[src/aio_pkg.sv]
// Package: register map, field layouts and carrier types for the analog die I/O control
package aio_pkg;
    // ----------------------------------------
    // Register offsets
    // ----------------------------------------
    localparam logic [3:0] OFF_IRQ_MASK = 4'h4;
    localparam logic [3:0] OFF_IRQ_FLAG = 4'h5;
    localparam logic [3:0] OFF_ANALOG_SELECT = 4'h7;
    localparam logic [3:0] OFF_POWER_OUTPUT = 4'hB;
    localparam logic [3:0] OFF_SYSTEM_STATUS = 4'hC;
    localparam logic [3:0] OFF_SYSTEM_CONTROL = 4'hD;
    // ----------------------------------------
    // Field positions
    // ----------------------------------------
    localparam int BUS_EDGE_BIT = 5;
    localparam int CURRENT_LIMIT_BIT = 6;
    localparam int POWER_STAGE_ON_BIT = 5;
    localparam int STOP_MODE_BIT = 0;
    localparam int HIGH_RES_BIT = 1;
    localparam int CURRENT_SOURCE_ON_BIT = 3;
    localparam int LEVEL_SELECT_LSB = 4;
    localparam int CHANNEL_SELECT_WIDTH = 4;
    // ----------------------------------------
    // Reset values
    // ----------------------------------------
    localparam logic [7:0] RESET_BYTE = 8'h00;
    localparam logic [3:0] RESET_CHANNEL = 4'h0;
    // ----------------------------------------
    // Channel codes and source levels
    // ----------------------------------------
    localparam logic [3:0] CH_SUPPLY_PRESCALER = 4'h4;
    localparam logic [3:0] CH_TEMPERATURE = 4'h5;
    localparam logic [3:0] CH_AUX_INPUT = 4'h7;
    localparam logic [7:0] LEVEL_10 = 8'h0A;
    localparam logic [7:0] LEVEL_30 = 8'h1E;
    localparam logic [7:0] LEVEL_60 = 8'h3C;
    localparam logic [7:0] LEVEL_100 = 8'h64;

    // Register-bus request
    typedef struct packed {
        logic [3:0] addr;
        logic [7:0] wdata;
        logic wr;
        logic rd;
    } bus_req_t;

    // Analog mux steering
    typedef struct packed {
        logic [3:0] half_bridge_sense;
        logic supply_prescaler;
        logic temperature;
        logic aux_input;
        logic high_res;
    } mux_route_t;
endpackage : aio_pkg

[src/analog_die_io_control.sv]
// Analog die I/O control: bus transceiver control, analog mux select, aux current source
//
// The implementer's own choice: strobed register access.
`timescale 1ns/1ps
// Contract
// The bus transmitter is enabled only while the power-stage-on bit is set.
// The bus-current-limit flag in the system status register shows current-limit operation.
// Software should watch the current-limit flag and switch the transmitter off at once.
// A low transmit input drives the bus dominant; a high one releases it recessive.
// The transmit input defaults high so the bus stays recessive while undriven.
// The receive output mirrors the bus level.
// In stop mode the transmitter is off while the receiver stays active.
// With the bus interrupt enabled a bus falling edge interrupts, and in stop mode wakes the system.
// The analog select register holds a read/write four-bit channel field, upper bits zero, reset zero.
// Channel codes 0-3 pick half-bridge sense, 4 supply, 5 temperature, 7 aux input; others unused.
// The low-side current sense offers a selectable high or low resolution scale.
// The aux current source is on only when power-stage-on and current-source-on are both set.
// The level field chooses 10, 30, 60 or 100 percent of full current.
// The aux current source is off during stop mode.
// The bus falling-edge flag sets on each falling edge, clears on write one, and resets clear.
// The bus interrupt enable bit is read/write, gates the flag and resets clear.
// The interrupt request is flag AND enable, held as a level until cleared.
module analog_die_io_control (
    // Clock, reset, enable
    input wire logic core_clk_in,
    input wire logic sys_rst_in,
    input wire logic clk_en_in,
    // Register port
    input wire logic [3:0] reg_addr_in,
    input wire logic [7:0] reg_wdata_in,
    input wire logic reg_wr_in,
    input wire logic reg_rd_in,
    output logic [7:0] reg_rdata_out,
    // Transceiver
    input wire logic tx_data_in,
    input wire logic tx_data_driven_in,
    input wire logic bus_level_in,
    input wire logic current_limit_in,
    output logic bus_drive_low_out,
    output logic rx_data_out,
    // Power state and interrupt
    output logic stop_mode_out,
    output logic regulator_on_out,
    output logic irq_out,
    // Analog steering
    output aio_pkg::mux_route_t mux_route_out,
    output logic aux_source_on_out,
    output logic [7:0] aux_source_level_out
);
    typedef struct packed {
        logic [3:0] channel;
        logic [7:0] control;
        logic [7:0] power_output;
        logic bus_irq_enable;
        logic bus_prev;
        logic [7:0] rdata;
        aio_pkg::mux_route_t route;
        logic source_on;
        logic [7:0] source_level;
        logic regulator_on;
    } core_state_t;

    core_state_t state;
    core_state_t next_state;
    aio_pkg::bus_req_t req;
    logic tx_level;
    logic tx_enable;
    logic bus_falling;
    logic edge_clear;
    logic bus_falling_edge_flag;
    logic irq_level;

    // ----------------------------------------
    // Helpers
    // ----------------------------------------
    function automatic aio_pkg::mux_route_t decode_channel(input logic [3:0] code, input logic high_res);
        aio_pkg::mux_route_t r;
        r = '0;
        r.high_res = high_res;
        if (code[3:2] == 2'b00) begin
            r.half_bridge_sense[code[1:0]] = 1'b1;
        end
        r.supply_prescaler = (code == aio_pkg::CH_SUPPLY_PRESCALER);
        r.temperature = (code == aio_pkg::CH_TEMPERATURE);
        r.aux_input = (code == aio_pkg::CH_AUX_INPUT);
        return r;
    endfunction : decode_channel

    function automatic logic [7:0] level_percent(input logic [1:0] sel);
        logic [7:0] p;
        p = aio_pkg::LEVEL_10;
        unique case (sel)
            2'b00: p = aio_pkg::LEVEL_10;
            2'b01: p = aio_pkg::LEVEL_30;
            2'b10: p = aio_pkg::LEVEL_60;
            2'b11: p = aio_pkg::LEVEL_100;
        endcase
        return p;
    endfunction : level_percent

    // ----------------------------------------
    // Transceiver path
    // ----------------------------------------
    assign req = '{addr: reg_addr_in, wdata: reg_wdata_in, wr: reg_wr_in, rd: reg_rd_in};
    // Undriven transmit input reads as high, like the on-pin pull-up
    assign tx_level = tx_data_driven_in ? tx_data_in : 1'b1;
    assign tx_enable = state.control[aio_pkg::POWER_STAGE_ON_BIT]
        & ~state.control[aio_pkg::STOP_MODE_BIT];
    assign bus_drive_low_out = tx_enable & ~tx_level;
    // Receiver stays live in every mode
    assign rx_data_out = bus_level_in;
    assign bus_falling = state.bus_prev & ~bus_level_in;
    assign edge_clear = req.wr && req.addr == aio_pkg::OFF_IRQ_FLAG && req.wdata[aio_pkg::BUS_EDGE_BIT];

    aio_edge_flag u_edge_flag (
        .core_clk_in(core_clk_in),
        .sys_rst_in(sys_rst_in),
        .clk_en_in(clk_en_in),
        .set_in(bus_falling),
        .clear_in(edge_clear),
        .flag_out(bus_falling_edge_flag)
    );

    assign irq_level = bus_falling_edge_flag & state.bus_irq_enable;
    assign irq_out = irq_level;

    // ----------------------------------------
    // Registers and steering
    // ----------------------------------------
    always_comb begin
        next_state = state;
        next_state.bus_prev = bus_level_in;
        next_state.rdata = aio_pkg::RESET_BYTE;
        if (req.wr) begin
            unique case (req.addr)
                aio_pkg::OFF_IRQ_MASK: next_state.bus_irq_enable = req.wdata[aio_pkg::BUS_EDGE_BIT];
                aio_pkg::OFF_ANALOG_SELECT: next_state.channel = req.wdata[3:0];
                aio_pkg::OFF_POWER_OUTPUT: next_state.power_output = req.wdata;
                aio_pkg::OFF_SYSTEM_CONTROL: next_state.control = req.wdata;
                default: ;
            endcase
        end
        // Wake-up: an enabled bus edge in stop mode leaves stop and restarts the regulator
        if (irq_level && state.control[aio_pkg::STOP_MODE_BIT]) begin
            next_state.control[aio_pkg::STOP_MODE_BIT] = 1'b0;
        end
        next_state.regulator_on = ~next_state.control[aio_pkg::STOP_MODE_BIT];
        if (req.rd) begin
            unique case (req.addr)
                aio_pkg::OFF_IRQ_MASK: next_state.rdata[aio_pkg::BUS_EDGE_BIT] = state.bus_irq_enable;
                aio_pkg::OFF_IRQ_FLAG: next_state.rdata[aio_pkg::BUS_EDGE_BIT] = bus_falling_edge_flag;
                aio_pkg::OFF_ANALOG_SELECT: next_state.rdata = {4'h0, state.channel};
                aio_pkg::OFF_POWER_OUTPUT: next_state.rdata = state.power_output;
                aio_pkg::OFF_SYSTEM_STATUS: next_state.rdata[aio_pkg::CURRENT_LIMIT_BIT] = current_limit_in;
                aio_pkg::OFF_SYSTEM_CONTROL: next_state.rdata = state.control;
                default: ;
            endcase
        end
        next_state.route = decode_channel(next_state.channel, next_state.control[aio_pkg::HIGH_RES_BIT]);
        next_state.source_on = next_state.control[aio_pkg::POWER_STAGE_ON_BIT]
            & next_state.power_output[aio_pkg::CURRENT_SOURCE_ON_BIT]
            & ~next_state.control[aio_pkg::STOP_MODE_BIT];
        next_state.source_level = next_state.source_on
            ? level_percent(next_state.power_output[aio_pkg::LEVEL_SELECT_LSB +: 2]) : 8'h00;
    end

    always_ff @(posedge core_clk_in) begin
        if (sys_rst_in) begin
            state <= '0;
            state.bus_prev <= 1'b1;
            state.regulator_on <= 1'b1;
        end else if (clk_en_in) begin
            state <= next_state;
        end
    end

    assign reg_rdata_out = state.rdata;
    assign stop_mode_out = state.control[aio_pkg::STOP_MODE_BIT];
    assign regulator_on_out = state.regulator_on;
    assign mux_route_out = state.route;
    assign aux_source_on_out = state.source_on;
    assign aux_source_level_out = state.source_level;
endmodule : analog_die_io_control

[src/aio_edge_flag.sv]
// Sticky event flag with write-one-to-clear, set winning over clear
`timescale 1ns/1ps
module aio_edge_flag (
    // Clock, reset, enable
    input wire logic core_clk_in,
    input wire logic sys_rst_in,
    input wire logic clk_en_in,
    // Event and clear
    input wire logic set_in,
    input wire logic clear_in,
    // State
    output logic flag_out
);
    typedef struct packed {
        logic flag;
    } flag_state_t;

    flag_state_t state;
    flag_state_t next_state;

    always_comb begin
        next_state = state;
        // Set wins so an edge in the clearing cycle is kept
        if (set_in) begin
            next_state.flag = 1'b1;
        end else if (clear_in) begin
            next_state.flag = 1'b0;
        end
    end

    always_ff @(posedge core_clk_in) begin
        if (sys_rst_in) begin
            state <= '0;
        end else if (clk_en_in) begin
            state <= next_state;
        end
    end

    assign flag_out = state.flag;
endmodule : aio_edge_flag

[config.mk]
export PLATFORM = sky130hd
export DESIGN_NAME = analog_die_io_control
export DESIGN_NICKNAME = d
export VERILOG_FILES = /design/src/aio_pkg.sv /design/src/analog_die_io_control.sv /design/src/aio_edge_flag.sv
export SDC_FILE = /design/constraint.sdc
export NUM_CORES = 1
export LEC_CHECK = 0
export BUFFER_PORTS_ARGS = -buffer_cell sky130_fd_sc_hd__buf_2
export CAP_MARGIN = 20
export CORE_MARGIN = 4
export CORE_UTILIZATION = 58
export CTS_CLUSTER_SIZE = 28
export DETAILED_ROUTE_END_ITERATION = 16
export PLACE_DENSITY = 0.83
export SYNTH_ARGS = -nofsm -noshare
export SYNTH_HDL_FRONTEND = slang
export SYNTH_SLANG_ARGS = --single-unit
[constraint.sdc]
create_clock -name core_clk_in -period 3.6 [get_ports core_clk_in]
set_input_delay 0 -clock core_clk_in [delete_from_list [all_inputs] [get_ports core_clk_in]]
set_output_delay 0 -clock core_clk_in [all_outputs]
set_load 0.005 [all_outputs]
==> results of run 1 <==
==> final timing paths <==
path                     startpoint                                    to
max          state[27]$_SDFFE_PP0P_  aux_source_level_out[1]$_SDFFE_PP0P_
min                       reg_rd_in         reg_rdata_out[7]$_SDFFE_PP0P_
max reg2reg  state[27]$_SDFFE_PP0P_  aux_source_level_out[1]$_SDFFE_PP0P_
min reg2reg  state[35]$_SDFFE_PP0P_                state[35]$_SDFFE_PP0P_
==> Yosys cell counts (all sizes together) (4+ instances only) <==
cell / n
dfxtp: 46
nor2: 35
buf: 32
nand2: 31
mux2i: 20
nand3: 12
a21oi: 11
clkbuf: 10
a22oi: 9
inv: 8
a32oi: 4
o21ai: 4
==> worst max-delay path, stage by stage (launching register included) <==
cell,delay (ns)
dfxtp_1,0.37
and2_1,0.19
nand2_1,0.06
o211a_1,0.16
or4_4,0.61
o32ai_1,0.29
==> cells in the final DEF, fill, tap and decap left out, types with 2 or more instances in the layout <==
cell type and n:
o41ai_2 2, a31oi_1 2, a22oi_1 9, nand3b_1 2
buf_2 48, nand2_1 30, a22o_1 2, and4b_1 3
inv_1 8, conb_1 2, o21ai_0 4, mux2i_1 20
clkbuf_8 8, o32ai_1 2, o211a_1 2, dlygate4sd3_1 6
a21oi_1 11, o32a_1 3, ha_1 2, nand3_1 11
a211oi_1 3, a21o_1 2, dfxtp_1 46, nor2_1 35
a32oi_1 4, nand2b_1 2, mux2_2 3
==> metal layers <==
metal / global-route usage (%) / up-vias / wire (microns)
met5: 0 / - / 0
met4: 8.35 / 0 / 60
met3: 3.65 / 6 / 309
met2: 32.6 / 58 / 2420
met1: 28.1 / 910 / 2370
li1: - / 955 / -
==> state kept, by name, indices dropped and copies added (netlist names) <==
register              cells
reg_rdata_out             8
u_edge_flag.flag_out      1
mux_route_out             7
state                    21
regulator_on_out          1
stop_mode_out             1
aux_source_on_out         1
aux_source_level_out      6
==> what timing repair did <==
item	4_1_cts	5_1_grt
endpoints found under the hold margin	11	0
hold buffers	6	0
gates resized for setup	0	0
==> where the power goes <==
group	switching (mW)	leakage [nW]	internal (mW)	total (mW)
Clock	0.170	0.0575	0.194	0.364
Sequential	0.00527	0.372	0.516	0.521
Combinational	0.0561	0.734	0.0327	0.0888
Total	0.231	1.16	0.742	0.974
==> cell type report <==
cell class	instances	share of cell area, %
inverter	8	1.18
sequential	46	36.2
tap	48	2.36
multi-input combinational	174	43.9
timing repair buffer	55	12.1
clock buffer	8	4.32
==> kinds of logic (layout without fill, tap and decap cells) <==
kind of cell	after synthesis	in the layout	share of synthesized area (%)
and+or+nand+nor	96	96	19.5
AOI/OAI and AO/OA	50	50	16.5
buffers and inverters	50	71	13.1
DFF	46	46	39.3
muxes	23	23	9.99
adders and majority gates	2	2	1.07
other	1	2	0.160
xor gates and xnor gates	1	1	0.374
==> results.tsv, run 1 <==
metric	value	unit
status	finished, final reports clean	
fin_area	0.00255	sq mm
slew_headroom	45.5	%
placed_cells	325	
die_area	0.00512	sq mm
yosys-top-cells-area	dfxtp_1 (39%), mux2i_1 (8.6%), buf_4 (8.0%), nor2_1 (5.6%), nand2_1 (4.8%)	
hold_depth	3	
place_ws	1.54	ns
regArea	921	sq um
timing.final.max_slew_violations	0	
cts_made_buffers	5	
cts_max_path_buffers	2	
grt_overflow	0	
numClockSinks	46	
antenna_left	0	
cap_violations	0	
yosys.area.top_type	dfxtp_1	
rsz0062_at_grt	false	
tightestPinTransition	0.817	ns
max_freq	0.567	GHz
htreeDepth	2	
worst_setup_path_end_kind	flip-flop	
grt_pass1_wl	8.50	mm
placementRows	22	
p_leak	1.16	nW
worstSetupPathType	reg2reg	
drt_wl_total	5.16	mm
period_share	49.0	%
syn_inst	269	
initial_core_util	62.1	%
clk_latency	0.30	ns
vdd_drop_max	0.000233	V
p_total	0.974	mW
worstPathMaxFanout	7	
drive_above_1_share	22.7	%
hp-class	in2reg	
yosys_register_bits	46	
synth.distinct_cells	47	
synth_area_per_cell	8.70	sq um
seq_area_frac_synth	39.3	%
drt_iter0_drc	176	
whs	0.00488	ns
coreArea	0.00377	sq mm
synth_area	0.00234	sq mm
tritoncts	yes	
dp_hpwl	3.51	mm
ff2ff_path_depth	5	
p_per_area	382	mW/mm^2
multi_input_area	0.00112	sq mm
areaGrowthSynthToFinish	8.77	%
ios	51	
clk_transition_reported_paths	0.08	ns
fin_crit	1.76	ns
clock-root-buffer	clkbuf_8	
skew	0.00457	ns
die_h	71.5	microns
yosysWarningCount	0	
hold_viol_final	0	
synth_top_area_share	39.3	%
grt_max_degree	46	
critPathLaunchType	flip-flop	
setup_ws	1.84	ns
antenna_found_initial	0	
fillCellCount	314	
fin_util	67.5	%
nets	313	
diodes	0	
drc	0	
first_global_vias	1856	
stdcell_count	339	
gp_congestion	0.814	
viasPerCell	5.69	
dieWidth	71.5	microns
io_buffers	48	
drtPass1Iterations	4	
async_flop_share	0	%
vias	1929	
cts_setup_buffers	0	
groute.usage.overall	20.7	%
reg2reg_setup_slack	1.84	ns
fin_tns_setup	0	ns
finalSetupViolations	0	
cp.arrival	1.97	ns
wl_per_cell	15.2	microns
synth_edf_count	0	
cp.required	3.81	ns
synth_flop_cell	dfxtp_1	
placed_area	0.00238	sq mm
(Power assumes the default switching activity.)
==> run 2, diff against run 1 <==
--- a/config.mk
+++ b/config.mk
@@ -5,13 +5,14 @@
 export SDC_FILE = /design/constraint.sdc
 export NUM_CORES = 1
 export LEC_CHECK = 0
+export ABC_AREA = 1
 export BUFFER_PORTS_ARGS = -buffer_cell sky130_fd_sc_hd__buf_2
 export CAP_MARGIN = 20
 export CORE_MARGIN = 4
-export CORE_UTILIZATION = 58
+export CORE_UTILIZATION = 49
 export CTS_CLUSTER_SIZE = 28
 export DETAILED_ROUTE_END_ITERATION = 16
-export PLACE_DENSITY = 0.83
+export PLACE_DENSITY = 0.75
 export SYNTH_ARGS = -nofsm -noshare
 export SYNTH_HDL_FRONTEND = slang
 export SYNTH_SLANG_ARGS = --single-unit
==> constraint.sdc (replaced) <==
create_clock -name core_clk_in -period 1.44 [get_ports core_clk_in]
set_input_delay 0 -clock core_clk_in [delete_from_list [all_inputs] [get_ports core_clk_in]]
set_output_delay 0 -clock core_clk_in [all_outputs]
set_load 0.005 [all_outputs]
==> results.tsv, run 2 <==
metric	value	unit
areaGrowthSynthToFinish	12.5	%
clock-root-buffer	clkbuf_8	
rsz0062_at_grt	false	
drt_iter0_drc	117	
timing.rr.end	aux_source_level_out[4]$_SDFFE_PP0P_	
layout_commonest_cell	nand2_1	
finalSetupViolations	0	
clk_latency	0.30	ns
cp.arrival	1.45	ns
period_share	84.5	%
synth.distinct_cells	27	
numClockSinks	46	
cts_max_path_buffers	2	
first_global_vias	1948	
reg2reg_setup_slack	0.22	ns
swShare	25.5	%
dieWidth	77.6	microns
grt_max_degree	23	
viasPerCell	5.07	
status	finished, final reports clean	
fillCellCount	476	
htreeDepth	2	
yosys-top-cells-count	nand2_1 (84), dfxtp_1 (46), a21oi_1 (33)	
synth_area	0.00237	sq mm
io_buffers	48	
p_int	1.78	mW
cts_made_buffers	5	
hold_viol_final	0	
synth_area_per_cell	7.15	sq um
power_frac_comb	11.1	%
critPathLaunchType	flip-flop	
initial_core_util	50.6	%
antenna_found_initial	0	
rr_startpoint	state[32]$_SDFFE_PP0P_	
gp_congestion	0.799	
synth_top_area_share	38.8	%
ios	51	
skew	0.00564	ns
vias	2133	
p_per_area	893	mW/mm^2
min_from	reg_wdata_in[5]	
place_ws	0.0690	ns
grt_overflow	0	
antenna_left	0	
yosys.area.top_type	dfxtp_1	
ff2ff_path_depth	6	
dp_hpwl	4.01	mm
pwr-share-seq	54.8	%
final_cell_mix	nand2_1 (84), buf_2 (48), dfxtp_1 (46)	
worstPathMaxFanout	3	
drt_wl_total	5.33	mm
groute.usage.overall	18.9	%
die_h	77.6	microns
timing.final.max_slew_violations	0	
regArea	921	sq um
fin_tns_setup	0	ns
yosys_register_bits	46	
cts_setup_buffers	0	
syn_inst	332	
seq_area_frac_synth	38.8	%
multi_input_area	0.00107	sq mm
hp-class	in2reg	
drc	0	
holdPathEnd	state[27]$_SDFFE_PP0P_	
synth_flop_cell	dfxtp_1	
p_total	2.38	mW
p_switching	0.607	mW
yosysWarningCount	0	
cap_violations	0	
clk_transition_reported_paths	0.08	ns
die_area	0.00602	sq mm
placementRows	25	
largest_register_ffs	21	
yosys-top-cells-area	dfxtp_1 (39%), nand2_1 (13%), buf_4 (8.2%), a21oi_1 (7.0%), nand3_1 (6.1%)	
max_freq	0.822	GHz
grt_pass1_wl	9.13	mm
tritoncts	yes	
fin_crit	1.22	ns
nets	389	
vdd_drop_max	0.000433	V
synth.most_common_cell	nand2_1	
hold_depth	3	
coreArea	0.00469	sq mm
worstSetupPathType	reg2reg	
drtPass1Iterations	4	
regMostFlops	state	
cp.required	1.68	ns
drive_above_1_share	24.0	%
async_flop_share	0	%
whs	0.0207	ns
p_clk_share	34.1	%
setup_ws	0.223	ns
diodes	0	
p_leak	1.18	nW
synth_edf_count	0	
wl_per_cell	12.7	microns
worst_setup_path_end_kind	flip-flop	
[run 2: cell count changes after synthesis, sizes merged, moves of 4 or more]
cell	before	now
nand2	31	89
a21oi	11	40
inv	8	36
nor2	35	14
mux2i	20	0
nand3	12	30
a22oi	9	0
o21ai	4	13
nand4	1	8
o211ai	0	6
a32oi	4	0
[run 2: worst max-delay path by stage]
stage | slack, ns | end | cells past startpoint | startpoint
CTS | 0.10 | aux_source_level_out[4]$_SDFFE_PP0P_ | 6 | state[32]$_SDFFE_PP0P_
detailed placement | 0.07 | aux_source_level_out[4]$_SDFFE_PP0P_ | 10 | reg_addr_in[0]
global route | 0.05 | aux_source_level_out[4]$_SDFFE_PP0P_ | 6 | state[32]$_SDFFE_PP0P_
floorplan | 0.26 | aux_source_level_out[4]$_SDFFE_PP0P_ | 6 | state[32]$_SDFFE_PP0P_
global placement | 0.13 | aux_source_level_out[4]$_SDFFE_PP0P_ | 10 | reg_addr_in[0]
finish | 0.22 | aux_source_level_out[4]$_SDFFE_PP0P_ | 6 | state[32]$_SDFFE_PP0P_
[run 2: per-stage QoR]
stage                     util (%)  area (sq um)  std cells
final                         56.9          2670        421
after global routing          56.9          2670        421
after CTS                     56.9          2670        421
after detailed placement      53.7          2520        407
after global placement        53.7          2520        407
after floorplan                  -          2380        333
[run 2: cells by family after synthesis]
| family | Yosys count | share of synthesized area [%] |
|---|---|---|
| AND/OR/NAND/NOR | 145 | 28.5 |
| AO/OA/AOI/OAI | 63 | 15.3 |
| flip-flops | 46 | 38.8 |
| adder cells (fa/ha/maj) | 2 | 1.05 |
| other | 1 | 0.158 |
| buffers and inverters | 75 | 16.2 |
[run 2: timing repair]
action,in CTS,in global routing
gates resized for setup,0,1
hold buffers,6,0
endpoints found under the setup margin,0,2
endpoints found under the hold margin,9,0
[run 2: cell type report]
cell class,instances,share of cell area (%)
multi-input cells,212,40.1
flip-flops and latches,46,34.5
repair buffers,65,14.3
inverters,36,5.06
clock buffers,7,3.23
well taps,54,2.53
clock inverters,1,0.188
[run 2: metal layers]
metal / track usage [%] / up-vias / wire length (microns)
met5: 0 / - / 0
met4: 7.12 / 0 / 80
met3: 4.29 / 7 / 376
met2: 31.3 / 61 / 2500
met1: 24.0 / 947 / 2370
li1: - / 1118 / -
[run 2: power by group through the flow]
stage          Combinational [mW]  Clock, mW  Sequential (mW)
2_1_floorplan               0.168          0             1.33
3_3_place_gp                0.247          0             1.34
3_5_place_dp                0.251          0             1.34
4_1_cts                     0.264      0.830             1.31
5_1_grt                     0.299      0.886             1.31
6_report                    0.265      0.812             1.31
[run 2: worst max-delay path: stages, from the launching register on]
cell	delay (ns)
dfxtp_1	0.31
inv_1	0.06
o21ai_1	0.23
inv_1	0.07
ha_1	0.27
nand4_1	0.09
a21oi_1	0.13
